===== src/logic/rirq_regs.svh =====
`ifndef RIRQ_REGS_SVH
`define RIRQ_REGS_SVH

// Register byte offsets on the parallel bus.
`define RIRQ_OFS_FIFO_DATA   6'h02
`define RIRQ_OFS_PRIMARY     6'h03
`define RIRQ_OFS_FIFO_COUNT  6'h04
`define RIRQ_OFS_AUX_STATUS  6'h05
`define RIRQ_OFS_IRQ_MASK    6'h06
`define RIRQ_OFS_IRQ_FLAGS   6'h07

// Reset values.
`define RIRQ_RST_FIFO_COUNT  8'h00
`define RIRQ_RST_AUX_STATUS  8'h60
`define RIRQ_RST_IRQ_MASK    8'h00
`define RIRQ_RST_IRQ_FLAGS   8'h00

// Selector bit of the mask and flag registers.
`define RIRQ_SEL_BIT         7

// Interrupt source positions in mask and flags.
`define RIRQ_SRC_TIMER       5
`define RIRQ_SRC_TX          4
`define RIRQ_SRC_RX          3
`define RIRQ_SRC_IDLE        2
`define RIRQ_SRC_HIGH        1
`define RIRQ_SRC_LOW         0

// Auxiliary status field positions.
`define RIRQ_AUX_TIMER       7
`define RIRQ_AUX_NVM         6
`define RIRQ_AUX_CHECKSUM    5

// Primary status bit positions served here.
`define RIRQ_PRI_IRQ         3
`define RIRQ_PRI_HIGH        1
`define RIRQ_PRI_LOW         0

// Documented FIFO depth and the code of the idle command.
`define RIRQ_FIFO_DEPTH      64
`define RIRQ_CMD_IDLE        6'h00

`endif


===== src/logic/rirq_pkg.sv =====
package rirq_pkg;
   typedef logic [7:0] rirq_byte_t;
   typedef logic [5:0] rirq_src_t;
   typedef logic [5:0] rirq_addr_t;
   typedef logic [5:0] rirq_cmd_t;
endpackage : rirq_pkg


===== src/logic/rirq_sc_if.sv =====
`timescale 1ns/1ps
// Carries one set/clear register's host write and hardware set requests.
interface rirq_sc_if #(
   parameter int W = 6
);
   logic         wr;
   logic         set_sel;
   logic [W-1:0] bits;
   logic [W-1:0] hw_set;
   logic [W-1:0] value;

   modport reg_side (
      input  wr,
      input  set_sel,
      input  bits,
      input  hw_set,
      output value
   );
   modport ctl_side (
      output wr,
      output set_sel,
      output bits,
      output hw_set,
      input  value
   );
endinterface : rirq_sc_if


===== src/logic/rirq_top.sv =====
`timescale 1ns/1ps
`include "rirq_regs.svh"

module rirq_top #(
   parameter int FIFO_DEPTH = `RIRQ_FIFO_DEPTH
) (
   input  wire logic                i_ref_clk,
   input  wire logic                i_rstn,
   input  wire logic                i_clk_en,
   input  wire rirq_pkg::rirq_addr_t i_bus_addr,
   input  wire logic                i_bus_wr,
   input  wire logic                i_bus_rd,
   input  wire rirq_pkg::rirq_byte_t i_bus_wdata,
   output      rirq_pkg::rirq_byte_t o_bus_rdata,
   input  wire logic                i_fifo_flush,
   input  wire logic [5:0]          i_fifo_threshold,
   input  wire logic                i_timer_active_flag,
   input  wire logic                i_timer_hit_zero,
   input  wire logic                i_nvm_write_done,
   input  wire logic                i_checksum_done,
   input  wire logic [2:0]          i_last_byte_valid_bits,
   input  wire logic                i_transceive_sent,
   input  wire logic                i_auth_sent,
   input  wire logic                i_nvm_programmed,
   input  wire logic                i_checksum_processed,
   input  wire logic                i_rx_terminated,
   input  wire rirq_pkg::rirq_cmd_t i_cmd_code,
   input  wire logic                i_cmd_host_write,
   input  wire logic                i_cmd_unknown_start,
   output      logic [6:0]          o_fifo_fill_count,
   output      logic                o_fifo_nearly_full,
   output      logic                o_fifo_nearly_empty,
   output      logic                o_irq_pending,
   output      logic                o_irq
);
   localparam int CW = 7;

   if (FIFO_DEPTH < 2 || FIFO_DEPTH > 64) begin : g_bad_depth
      $error("rirq_top: FIFO depth must fit the seven-bit count.");
   end

   localparam logic [CW-1:0] DEPTH_C = CW'(FIFO_DEPTH);

   function automatic logic at_most(input logic [CW-1:0] a, input logic [5:0] lim);
      at_most = (a <= {1'b0, lim});
   endfunction : at_most

   function automatic logic hit(input rirq_pkg::rirq_addr_t a, input rirq_pkg::rirq_addr_t ofs);
      hit = (a == ofs);
   endfunction : hit

   // Bus decode.
   logic fifo_wr;
   logic fifo_rd;
   logic mask_wr;
   logic flag_wr;
   assign fifo_wr = i_bus_wr && hit(i_bus_addr, `RIRQ_OFS_FIFO_DATA);
   assign fifo_rd = i_bus_rd && hit(i_bus_addr, `RIRQ_OFS_FIFO_DATA);
   assign mask_wr = i_bus_wr && hit(i_bus_addr, `RIRQ_OFS_IRQ_MASK);
   assign flag_wr = i_bus_wr && hit(i_bus_addr, `RIRQ_OFS_IRQ_FLAGS);

   // FIFO byte count. Writes to a full FIFO and reads from an empty one are
   // dropped, so the count never wraps even when the host misbehaves.
   logic [CW-1:0] fill_count;
   logic [CW-1:0] next_fill_count;
   logic          do_inc;
   logic          do_dec;
   assign do_inc = fifo_wr && (fill_count < DEPTH_C);
   assign do_dec = fifo_rd && (fill_count != '0);

   always_comb begin
      next_fill_count = fill_count;
      if (i_fifo_flush) begin
         next_fill_count = '0;
      end else if (do_inc && !do_dec) begin
         next_fill_count = fill_count + 7'h01;
      end else if (do_dec && !do_inc) begin
         next_fill_count = fill_count - 7'h01;
      end
   end

   always_ff @(posedge i_ref_clk or negedge i_rstn) begin
      if (!i_rstn) begin
         fill_count <= CW'(`RIRQ_RST_FIFO_COUNT);
      end else if (i_clk_en) begin
         fill_count <= next_fill_count;
      end
   end
   assign o_fifo_fill_count = fill_count;

   // Alert conditions and their rising edges.
   logic nearly_full;
   logic nearly_empty;
   logic nearly_full_q;
   logic nearly_empty_q;
   assign nearly_full  = at_most(DEPTH_C - fill_count, i_fifo_threshold);
   assign nearly_empty = at_most(fill_count, i_fifo_threshold);

   always_ff @(posedge i_ref_clk or negedge i_rstn) begin
      if (!i_rstn) begin
         // The FIFO is empty after reset and so already nearly empty; the low
         // detector starts high, or a false edge would set the low request flag.
         nearly_full_q  <= 1'b0;
         nearly_empty_q <= 1'b1;
      end else if (i_clk_en) begin
         nearly_full_q  <= nearly_full;
         nearly_empty_q <= nearly_empty;
      end
   end
   assign o_fifo_nearly_full  = nearly_full;
   assign o_fifo_nearly_empty = nearly_empty;

   // Command tracking for the idle request.
   rirq_pkg::rirq_cmd_t prev_cmd;
   logic                idle_event;
   always_ff @(posedge i_ref_clk or negedge i_rstn) begin
      if (!i_rstn) begin
         prev_cmd <= `RIRQ_CMD_IDLE;
      end else if (i_clk_en) begin
         prev_cmd <= i_cmd_code;
      end
   end

   // A return to idle written by the host is a start, not a termination.
   assign idle_event = ((i_cmd_code == `RIRQ_CMD_IDLE) && (prev_cmd != `RIRQ_CMD_IDLE)
                        && !i_cmd_host_write)
                       || i_cmd_unknown_start;

   // Hardware set requests.
   rirq_pkg::rirq_src_t hw_set;
   always_comb begin
      hw_set = '0;
      hw_set[`RIRQ_SRC_TIMER] = i_timer_hit_zero;
      hw_set[`RIRQ_SRC_TX]    = i_transceive_sent || i_auth_sent
                                || i_nvm_programmed || i_checksum_processed;
      hw_set[`RIRQ_SRC_RX]    = i_rx_terminated;
      hw_set[`RIRQ_SRC_IDLE]  = idle_event;
      hw_set[`RIRQ_SRC_HIGH]  = nearly_full && !nearly_full_q;
      hw_set[`RIRQ_SRC_LOW]   = nearly_empty && !nearly_empty_q;
   end

   // Mask and flag registers share the set/clear structure.
   rirq_sc_if #(.W(6)) mask_if ();
   rirq_sc_if #(.W(6)) flag_if ();

   assign mask_if.wr      = mask_wr;
   assign mask_if.set_sel = i_bus_wdata[`RIRQ_SEL_BIT];
   assign mask_if.bits    = i_bus_wdata[5:0];
   assign mask_if.hw_set  = '0;

   assign flag_if.wr      = flag_wr;
   assign flag_if.set_sel = i_bus_wdata[`RIRQ_SEL_BIT];
   assign flag_if.bits    = i_bus_wdata[5:0];
   assign flag_if.hw_set  = hw_set;

   rirq_setclr_reg #(
      .W         (6),
      .RST_VALUE (6'(`RIRQ_RST_IRQ_MASK))
   ) u_mask (
      .i_ref_clk (i_ref_clk),
      .i_rstn    (i_rstn),
      .i_clk_en  (i_clk_en),
      .sc        (mask_if.reg_side)
   );

   rirq_setclr_reg #(
      .W         (6),
      .RST_VALUE (6'(`RIRQ_RST_IRQ_FLAGS))
   ) u_flags (
      .i_ref_clk (i_ref_clk),
      .i_rstn    (i_rstn),
      .i_clk_en  (i_clk_en),
      .sc        (flag_if.reg_side)
   );

   rirq_pkg::rirq_src_t mask;
   rirq_pkg::rirq_src_t flags;
   assign mask  = mask_if.value;
   assign flags = flag_if.value;

   // The pin follows the stored bits directly, so it tracks a clear at once.
   assign o_irq_pending = |(flags & mask);
   assign o_irq         = |(flags & mask);

   // Read data is registered; unmapped offsets read as zero.
   rirq_pkg::rirq_byte_t next_rdata;
   always_comb begin
      next_rdata = 8'h00;
      if (hit(i_bus_addr, `RIRQ_OFS_PRIMARY)) begin
         next_rdata[`RIRQ_PRI_IRQ]  = o_irq_pending;
         next_rdata[`RIRQ_PRI_HIGH] = nearly_full;
         next_rdata[`RIRQ_PRI_LOW]  = nearly_empty;
      end else if (hit(i_bus_addr, `RIRQ_OFS_FIFO_COUNT)) begin
         next_rdata = {1'b0, fill_count};
      end else if (hit(i_bus_addr, `RIRQ_OFS_AUX_STATUS)) begin
         next_rdata[`RIRQ_AUX_TIMER]    = i_timer_active_flag;
         next_rdata[`RIRQ_AUX_NVM]      = i_nvm_write_done;
         next_rdata[`RIRQ_AUX_CHECKSUM] = i_checksum_done;
         next_rdata[2:0]                = i_last_byte_valid_bits;
      end else if (hit(i_bus_addr, `RIRQ_OFS_IRQ_MASK)) begin
         next_rdata = {2'b00, mask};
      end else if (hit(i_bus_addr, `RIRQ_OFS_IRQ_FLAGS)) begin
         next_rdata = {2'b00, flags};
      end
   end

   always_ff @(posedge i_ref_clk or negedge i_rstn) begin
      if (!i_rstn) begin
         o_bus_rdata <= 8'h00;
      end else if (i_clk_en && i_bus_rd) begin
         o_bus_rdata <= next_rdata;
      end
   end
endmodule : rirq_top


===== src/logic/rirq_setclr_reg.sv =====
`timescale 1ns/1ps
// Register whose bits the host only sets or clears by marking them.
module rirq_setclr_reg #(
   parameter int             W         = 6,
   parameter logic [W-1:0]   RST_VALUE = '0
) (
   input  wire logic   i_ref_clk,
   input  wire logic   i_rstn,
   input  wire logic   i_clk_en,
   rirq_sc_if.reg_side sc
);
   logic [W-1:0] value;
   logic [W-1:0] next_value;

   if (W < 1 || W > 7) begin : g_bad_width
      $error("rirq_setclr_reg: width must leave room for the selector bit.");
   end

   // A hardware set in the same cycle as a host clear wins, so no event is lost.
   always_comb begin
      next_value = value;
      if (sc.wr) begin
         if (sc.set_sel) begin
            next_value = value | sc.bits;
         end else begin
            next_value = value & ~sc.bits;
         end
      end
      next_value = next_value | sc.hw_set;
   end

   always_ff @(posedge i_ref_clk or negedge i_rstn) begin
      if (!i_rstn) begin
         value <= RST_VALUE;
      end else if (i_clk_en) begin
         value <= next_value;
      end
   end

   assign sc.value = value;
endmodule : rirq_setclr_reg


===== config.mk =====
export PLATFORM = sky130hd
export DESIGN_NAME = rirq_top
export DESIGN_NICKNAME = d
export VERILOG_FILES = /design/src/logic/rirq_pkg.sv /design/src/logic/rirq_sc_if.sv /design/src/logic/rirq_top.sv /design/src/logic/rirq_setclr_reg.sv
export VERILOG_INCLUDE_DIRS = /design/src /design/src/logic
export SDC_FILE = /design/constraint.sdc
export NUM_CORES = 1
export LEC_CHECK = 0
export ABC_CLOCK_PERIOD_IN_PS = 5100
export BUFFER_PORTS_ARGS = -buffer_cell sky130_fd_sc_hd__buf_4
export CAP_MARGIN = 25
export CORE_ASPECT_RATIO = 2
export CORE_MARGIN = 4
export CORE_UTILIZATION = 38
export CTS_CLUSTER_DIAMETER = 200
export DETAILED_ROUTE_END_ITERATION = 8
export GPL_TIMING_DRIVEN = 1
export PLACE_DENSITY = 0.69
export SLEW_MARGIN = 20
export SYNTH_ARGS = -nofsm -noshare
export SYNTH_HDL_FRONTEND = slang
export SYNTH_SLANG_ARGS = --single-unit

===== constraint.sdc =====
create_clock -name i_ref_clk -period 5.1 [get_ports i_ref_clk]
set_input_delay 0.51 -clock i_ref_clk [delete_from_list [all_inputs] [get_ports i_ref_clk]]
set_output_delay 0.51 -clock i_ref_clk [all_outputs]
set_load 0.03 [all_outputs]

* Word level (Yosys, flattened, before mapping)
Cells that the tools add are included.
Widths: inputs -> output; s select.
** Storage, ports and cells
- Word-level logic and storage cells :: 71
- Register bits :: 35
** Cells by class
- Bitwise logic cells :: 7
- Multiplexer cells :: 16
- Reduce and logical (&&, ||, !) cells :: 29
- Order comparisons :: 3
- $add $sub $neg :: 3
- Eq/ne operators :: 6
** Operators with widths (count)
- $eq 6x3->1 const B :: 4
- $mux 6 :: 4
- $mux 7 :: 3
- $and 6x6->6 :: 3
- $or 6x6->6 :: 3
- $mux 8 :: 2
- $le 7x6->1 :: 2
- $logic_and 1x1->1 :: 13
- $eq 6x2->1 const B :: 2
- $add 7x1->7 const B :: 1
- $lt 7x7->1 const B :: 1
- $reduce_bool 7->1 :: 1
- $sub 7x1->7 const B :: 1
- $sub 7x7->7 const A :: 1
- $logic_not 6->1 :: 1
- $mux 3 :: 2
- $not 6->6 :: 1
- $reduce_bool 6->1 :: 1
- $reduce_or 6->1 :: 1
- $logic_not 1->1 :: 5
- $logic_or 1x1->1 :: 4
- $mux 2 :: 2
- $mux 4 :: 1
- $reduce_and 2->1 :: 2
- other kinds (2) :: 3

* Longest topological paths before layout
- Depth after elaboration :: 8
- Mapped depth :: 14
- Mapped depth without buffers :: 13

* Hierarchy
From an unflattened synthesis, not the netlist that was laid out.
** Unflattened totals
- Cells, all modules :: 283
- Area total of the unflattened synthesis :: 2712.6 µm²
** Modules (own cells, without submodules)
- rirq_top :: sequential area each 576.8 µm², cells each 207, times used 1, area an instance 1949.4 µm²
- rirq_setclr_reg :: sequential area each 150.1 µm², cells each 38, times used 2, area an instance 381.6 µm²

* Worst setup path before layout
No wires, ideal clock.
- Path type :: register to register
- Start :: reg fill_count[0] (netlist: o_fifo_fill_count[0])
- End :: reg fill_count[6] (netlist: o_fifo_fill_count[6])
- Library setup time :: 0.128 ns
- Required time :: 4.972 ns
- Setup slack :: 2.099 ns
- Cell stages (with the launch flop) :: 15
- Arrival :: 2.873 ns
- Path through :: dfrtp_1 > inv_1 > ha_1 > nand2b_1 > o31ai_4 > and4_1 > buf_6 > inv_1 > ha_1 > nor2b_1 > o31ai_1 > a21oi_1 > mux2i_1 > a21oi_1 > o22ai_1
** On the way
- Word-level cells in the longest chain between the ends :: 6
- Elaborated cells on any way between the ends :: 15
** Ends and longest elaborated chain
- start: declaration :: RTL line rirq_top.sv:64 : logic [CW-1:0] fill_count;
- start signal: assignment :: RTL line rirq_top.sv:84 : fill_count <= CW'(`RIRQ_RST_FIFO_COUNT);
- start signal: assignment :: RTL line rirq_top.sv:86 : fill_count <= next_fill_count;
- $lt 7x7->1 / $reduce_bool 7->1 (equally long branches) :: RTL line rirq_top.sv:68, rirq_top.sv:69
- $logic_and 1x1->1 (on tied branches) :: RTL line rirq_top.sv:68, rirq_top.sv:69
- $logic_not 1->1 (on tied branches) :: RTL line rirq_top.sv:77, rirq_top.sv:75
- $logic_and 1x1->1 (on tied branches) :: RTL line rirq_top.sv:77, rirq_top.sv:75
- $reduce_bool 3->1 (no source line) / $mux 7 (equally long branches)
- $reduce_and 2->1 (no source line) / $mux 7 (equally long branches)
Several ways; a longest one is shown, not always the timed one. The select of a mux whose other input is x is not followed.
A chain may end at the register's enable or synchronous reset.

* Final worst setup path
Same ends and word-level chain as after synthesis.

==> reports/qor.log <==
qor: run_status.status complete, no violations
qor: timing.totalNegativeSetupSlack 0 ps
qor: synthesis.synth_simple_gate_area_share 16.5%
qor: die.die_width 64.5 um
qor: synthesis.avgSynthCellArea 9.85 um^2
qor: global_route.global_route.peak_usage_layer met2
qor: die.area_of_the_die 7790 um^2
qor: synthesis.synthesis.area 2420 um^2
qor: synthesis.synth_cell_types 51
qor: critical_path.worst-endpoint-required 5250 ps
qor: drt.dr.first_iter.drc_count 137
qor: timing.final_period_minus_worst_setup_slack 3390 ps
qor: cells_and_area.finish.net_count 372
qor: synthesis.synth.mux.area_fraction 11.9%
qor: synthesis.ys.flop_type sky130_fd_sc_hd__dfrtp_1
qor: timing.slew_viol_final 0
qor: synthesis.synth_top_cell_by_area sky130_fd_sc_hd__dfrtp_1
qor: drt.via_per_inst 5.38
qor: critical_path.crit_start o_fifo_fill_count[0]
qor: synthesis.post_synth_xor_area_fraction 2.89%
qor: clocking.post_cts.repair.setup_buffers 0
qor: cells_and_area.multiInputGateArea 1430 um^2
qor: timing.rsz_0062_raised_after_global_routing no
qor: synthesis.ys_seq_elements 35
qor: die.initial_utilization 39.7%
qor: synthesis.post_synth_fa_ha_maj_area_fraction 10.1%
qor: global_route.global_route.usage.met2 33.6%
qor: cells_and_area.register_area 877 um^2
qor: hold_path.hold_path.class input port to async pin
qor: die.overall_die_height 121 um
qor: clocking.post_cts_resized 0
qor: critical_path.timing_worst_setup_path_type flop to flop
qor: clocking.clockBufferDepth 2
qor: synthesis.yosys-top-cells-area sky130_fd_sc_hd__dfrtp_1, sky130_fd_sc_hd__ha_1, sky130_fd_sc_hd__mux2_2
qor: clocking.cts_tree yes
qor: cells_and_area.drive_above_1_share 29.2%
qor: cells_and_area.n_fill_cell 606
qor: synthesis.synth_async_sr_flop_share 100%
qor: die.io_pins 65
qor: timing.max_clock_freq 295 MHz
qor: flow_run.max_cap_viol_count 0
qor: synthesis.yosys.cell_count.top_type sky130_fd_sc_hd__dfrtp_1
qor: clocking.clock_latency 270 ps
qor: synthesis.ys_seq_area_share 36.2%
qor: critical_path.critical_path.top_delay_family compound AO/OA/AOI/OAI gates
qor: drt.num_vias 2,110
qor: timing.slew-limit-headroom 60.0%
qor: timing.report.final.setup_viol 0
qor: synthesis.synth_common_cells sky130_fd_sc_hd__dfrtp_1, sky130_fd_sc_hd__nand2_1, sky130_fd_sc_hd__ha_1
qor: global_route.antenna_found_initial 0
qor: critical_path.rr_startpoint o_fifo_fill_count[0]
qor: synthesis.yosys_warnings 0
qor: drt.wirelength 6440 um
qor: critical_path.setup.worst_path.end_class flop
qor: drt.drt_drc_violations_left 0
qor: clocking.clockRootBuffer sky130_fd_sc_hd__clkbuf_16
qor: clocking.num_cts_buffers 5
qor: global_route.grt_pass1_wl 10,400 um
qor: global_route.grt.overflow.total 0
qor: synthesis.synth_area_in_compound_gates 17.7%
qor: timing.hold_viol 0
qor: die.floorplan.rows 40
qor: cells_and_area.area_growth 28.5%
qor: synthesis.number_of_nets_produced_by_synthesis 311
qor: global_route.met3_track_demand_over_resource_in_global_routing 2.69%
qor: clocking.cts_sinks 35
qor: timing.actual_slew_at_the_worst_max_slew_pin 592 ps
qor: place.port-buffer-count 63
qor: global_route.grtUsageMet1 18.2%
qor: place.dp_cells 384
qor: global_route.grt_usage 17.4%
qor: drt.number_of_nets_still_failing_antenna_checks_after_routing 0
qor: timing.worst_clock_skew 1.85 ps
qor: critical_path.slowest_delay 450 ps
qor: timing.post-route-period-util 66.5%
qor: critical_path.cpMaxStageDelayCell sky130_fd_sc_hd__dfrtp_1
qor: pwr.max-vdd-ir-drop 0.000170 V
qor: clocking.worst_setup_hold_path_clk_slew 50 ps
qor: critical_path.worstSetupStartpointType flop
qor: critical_path.worstPathMaxFanout 6
qor: cells_and_area.antenna_cells 0
qor: place.gpl.final_weighted_congestion 0.838
qor: pwr.power_leakage 1.47 nW
qor: drt.drt-wirelength-per-cell 16.4 um
qor: synthesis.synth_largest_type_area_fraction 35.1%
qor: critical_path.crit_path_cell_trace inv_1, ha_1, nand2b_1, o31ai_4, and4_1, inv_1, ha_1, nor2b_1, o31ai_1, a21oi_1, mux2i_1, a21oi_1, o22ai_1
qor: global_route.grt_max_degree 36
qor: cells_and_area.post_layout_nonfiller_instances 392
qor: die.core-area 6110 um^2
qor: synthesis.main_combinational_cell_family_by_area_after_synthesis compound AO/OA/AOI/OAI gates
qor: drt.drt-pass1-iter-count 5
qor: global_route.first_global_vias 2,122
qor: critical_path.cp.buffers_inverters 2
qor: pwr.pwr_density_cell 240 nW/um^2
qor: place.detailedPlacementHpwl 5260 um
qor: clocking.cts_hold_buffers 0
qor: clocking.cts_htree_levels 2
qor: critical_path.critPathArrivalTime 3540 ps
qor: synthesis.number_of_enable_type_register_cells_in_the_synthesized_netlist 0
qor: synthesis.syn-instance-count 246
cells in the final DEF, fill, tap and decap left out, drive strengths merged, types with 5 or more instances in the layout:
| cell type | Yosys | layout |
|---|---|---|
| a21oi | 12 | 12 |
| mux2 | 14 | 14 |
| nor2b | 5 | 5 |
| buf | 2 | 63 |
| inv | 18 | 18 |
| o31ai | 5 | 5 |
| clkbuf | 7 | 8 |
| o21ai | 8 | 8 |
| a22oi | 5 | 5 |
| nand3 | 9 | 9 |
| nand2 | 24 | 24 |
| ha | 18 | 18 |
| a22o | 7 | 7 |
| xnor2 | 5 | 5 |
| nor2 | 15 | 15 |
| nor3 | 5 | 5 |
| dfrtp | 34 | 34 |
final cells by class:
cell class | count | share of cell area (%)
multi-input combinational | 184 | 46.0
sequential | 35 | 28.2
timing repair buffer | 63 | 15.2
clock buffer | 8 | 5.03
tap | 84 | 3.38
inverter | 18 | 2.17
cell families (layout without fill, tap and decap cells):
logic type,Yosys count,in the layout
DFF,35,35
and+or+nand+nor,77,77
buffers and inverters,27,89
xor gates and xnor gates,8,8
AOI/OAI and AO/OA,58,58
muxes,22,22
adders and majority gates,19,19
per-stage QoR:
| stage | util (%) | power (W) | hold WS, ps | setup WS (ps) | area [um^2] |
|---|---|---|---|---|---|
| after floorplan | - | 0.000375 | 214 | 2100 | 2420 |
| after global placement | 48.4 | 0.000433 | 439 | 1700 | 2960 |
| after detailed placement | 48.4 | 0.000437 | 460 | 1650 | 2960 |
| after CTS | 51.0 | 0.000753 | 205 | 1710 | 3110 |
| after global routing | 51.0 | 0.000777 | 225 | 1440 | 3110 |
| final | 51.0 | 0.000746 | 186 | 1710 | 3110 |
path summary, 6_finish.rpt:
check                                        to  slack [ps]  cells past startpoint
max in group asynchronous        nearly_empty_q        4560                      1
max                        o_fifo_fill_count[6]        1710                     13
min                              o_bus_rdata[7]         190                      1
max reg2reg                o_fifo_fill_count[6]        1710                     13
min in group i_ref_clk      u_flags.sc.value[2]         440                      2
min reg2reg                 u_flags.sc.value[1]         460                      1
routing by layer:
layer  share of wire [%]  vias up
li1                    -     1033
met1                  35     1000
met2                  59       68
met3                 4.4        9
met4                 2.0        0
met5                   0        -
report_power, final:
| group | switching (W) | internal [W] | total, W |
|---|---|---|---|
| registers | 0.0000111 | 0.000292 | 0.000304 |
| clock network | 0.000108 | 0.000208 | 0.000315 |
| logic | 0.0000658 | 0.0000610 | 0.000127 |
| total | 0.000184 | 0.000561 | 0.000746 |
Power figures use the tool's default switching activity.
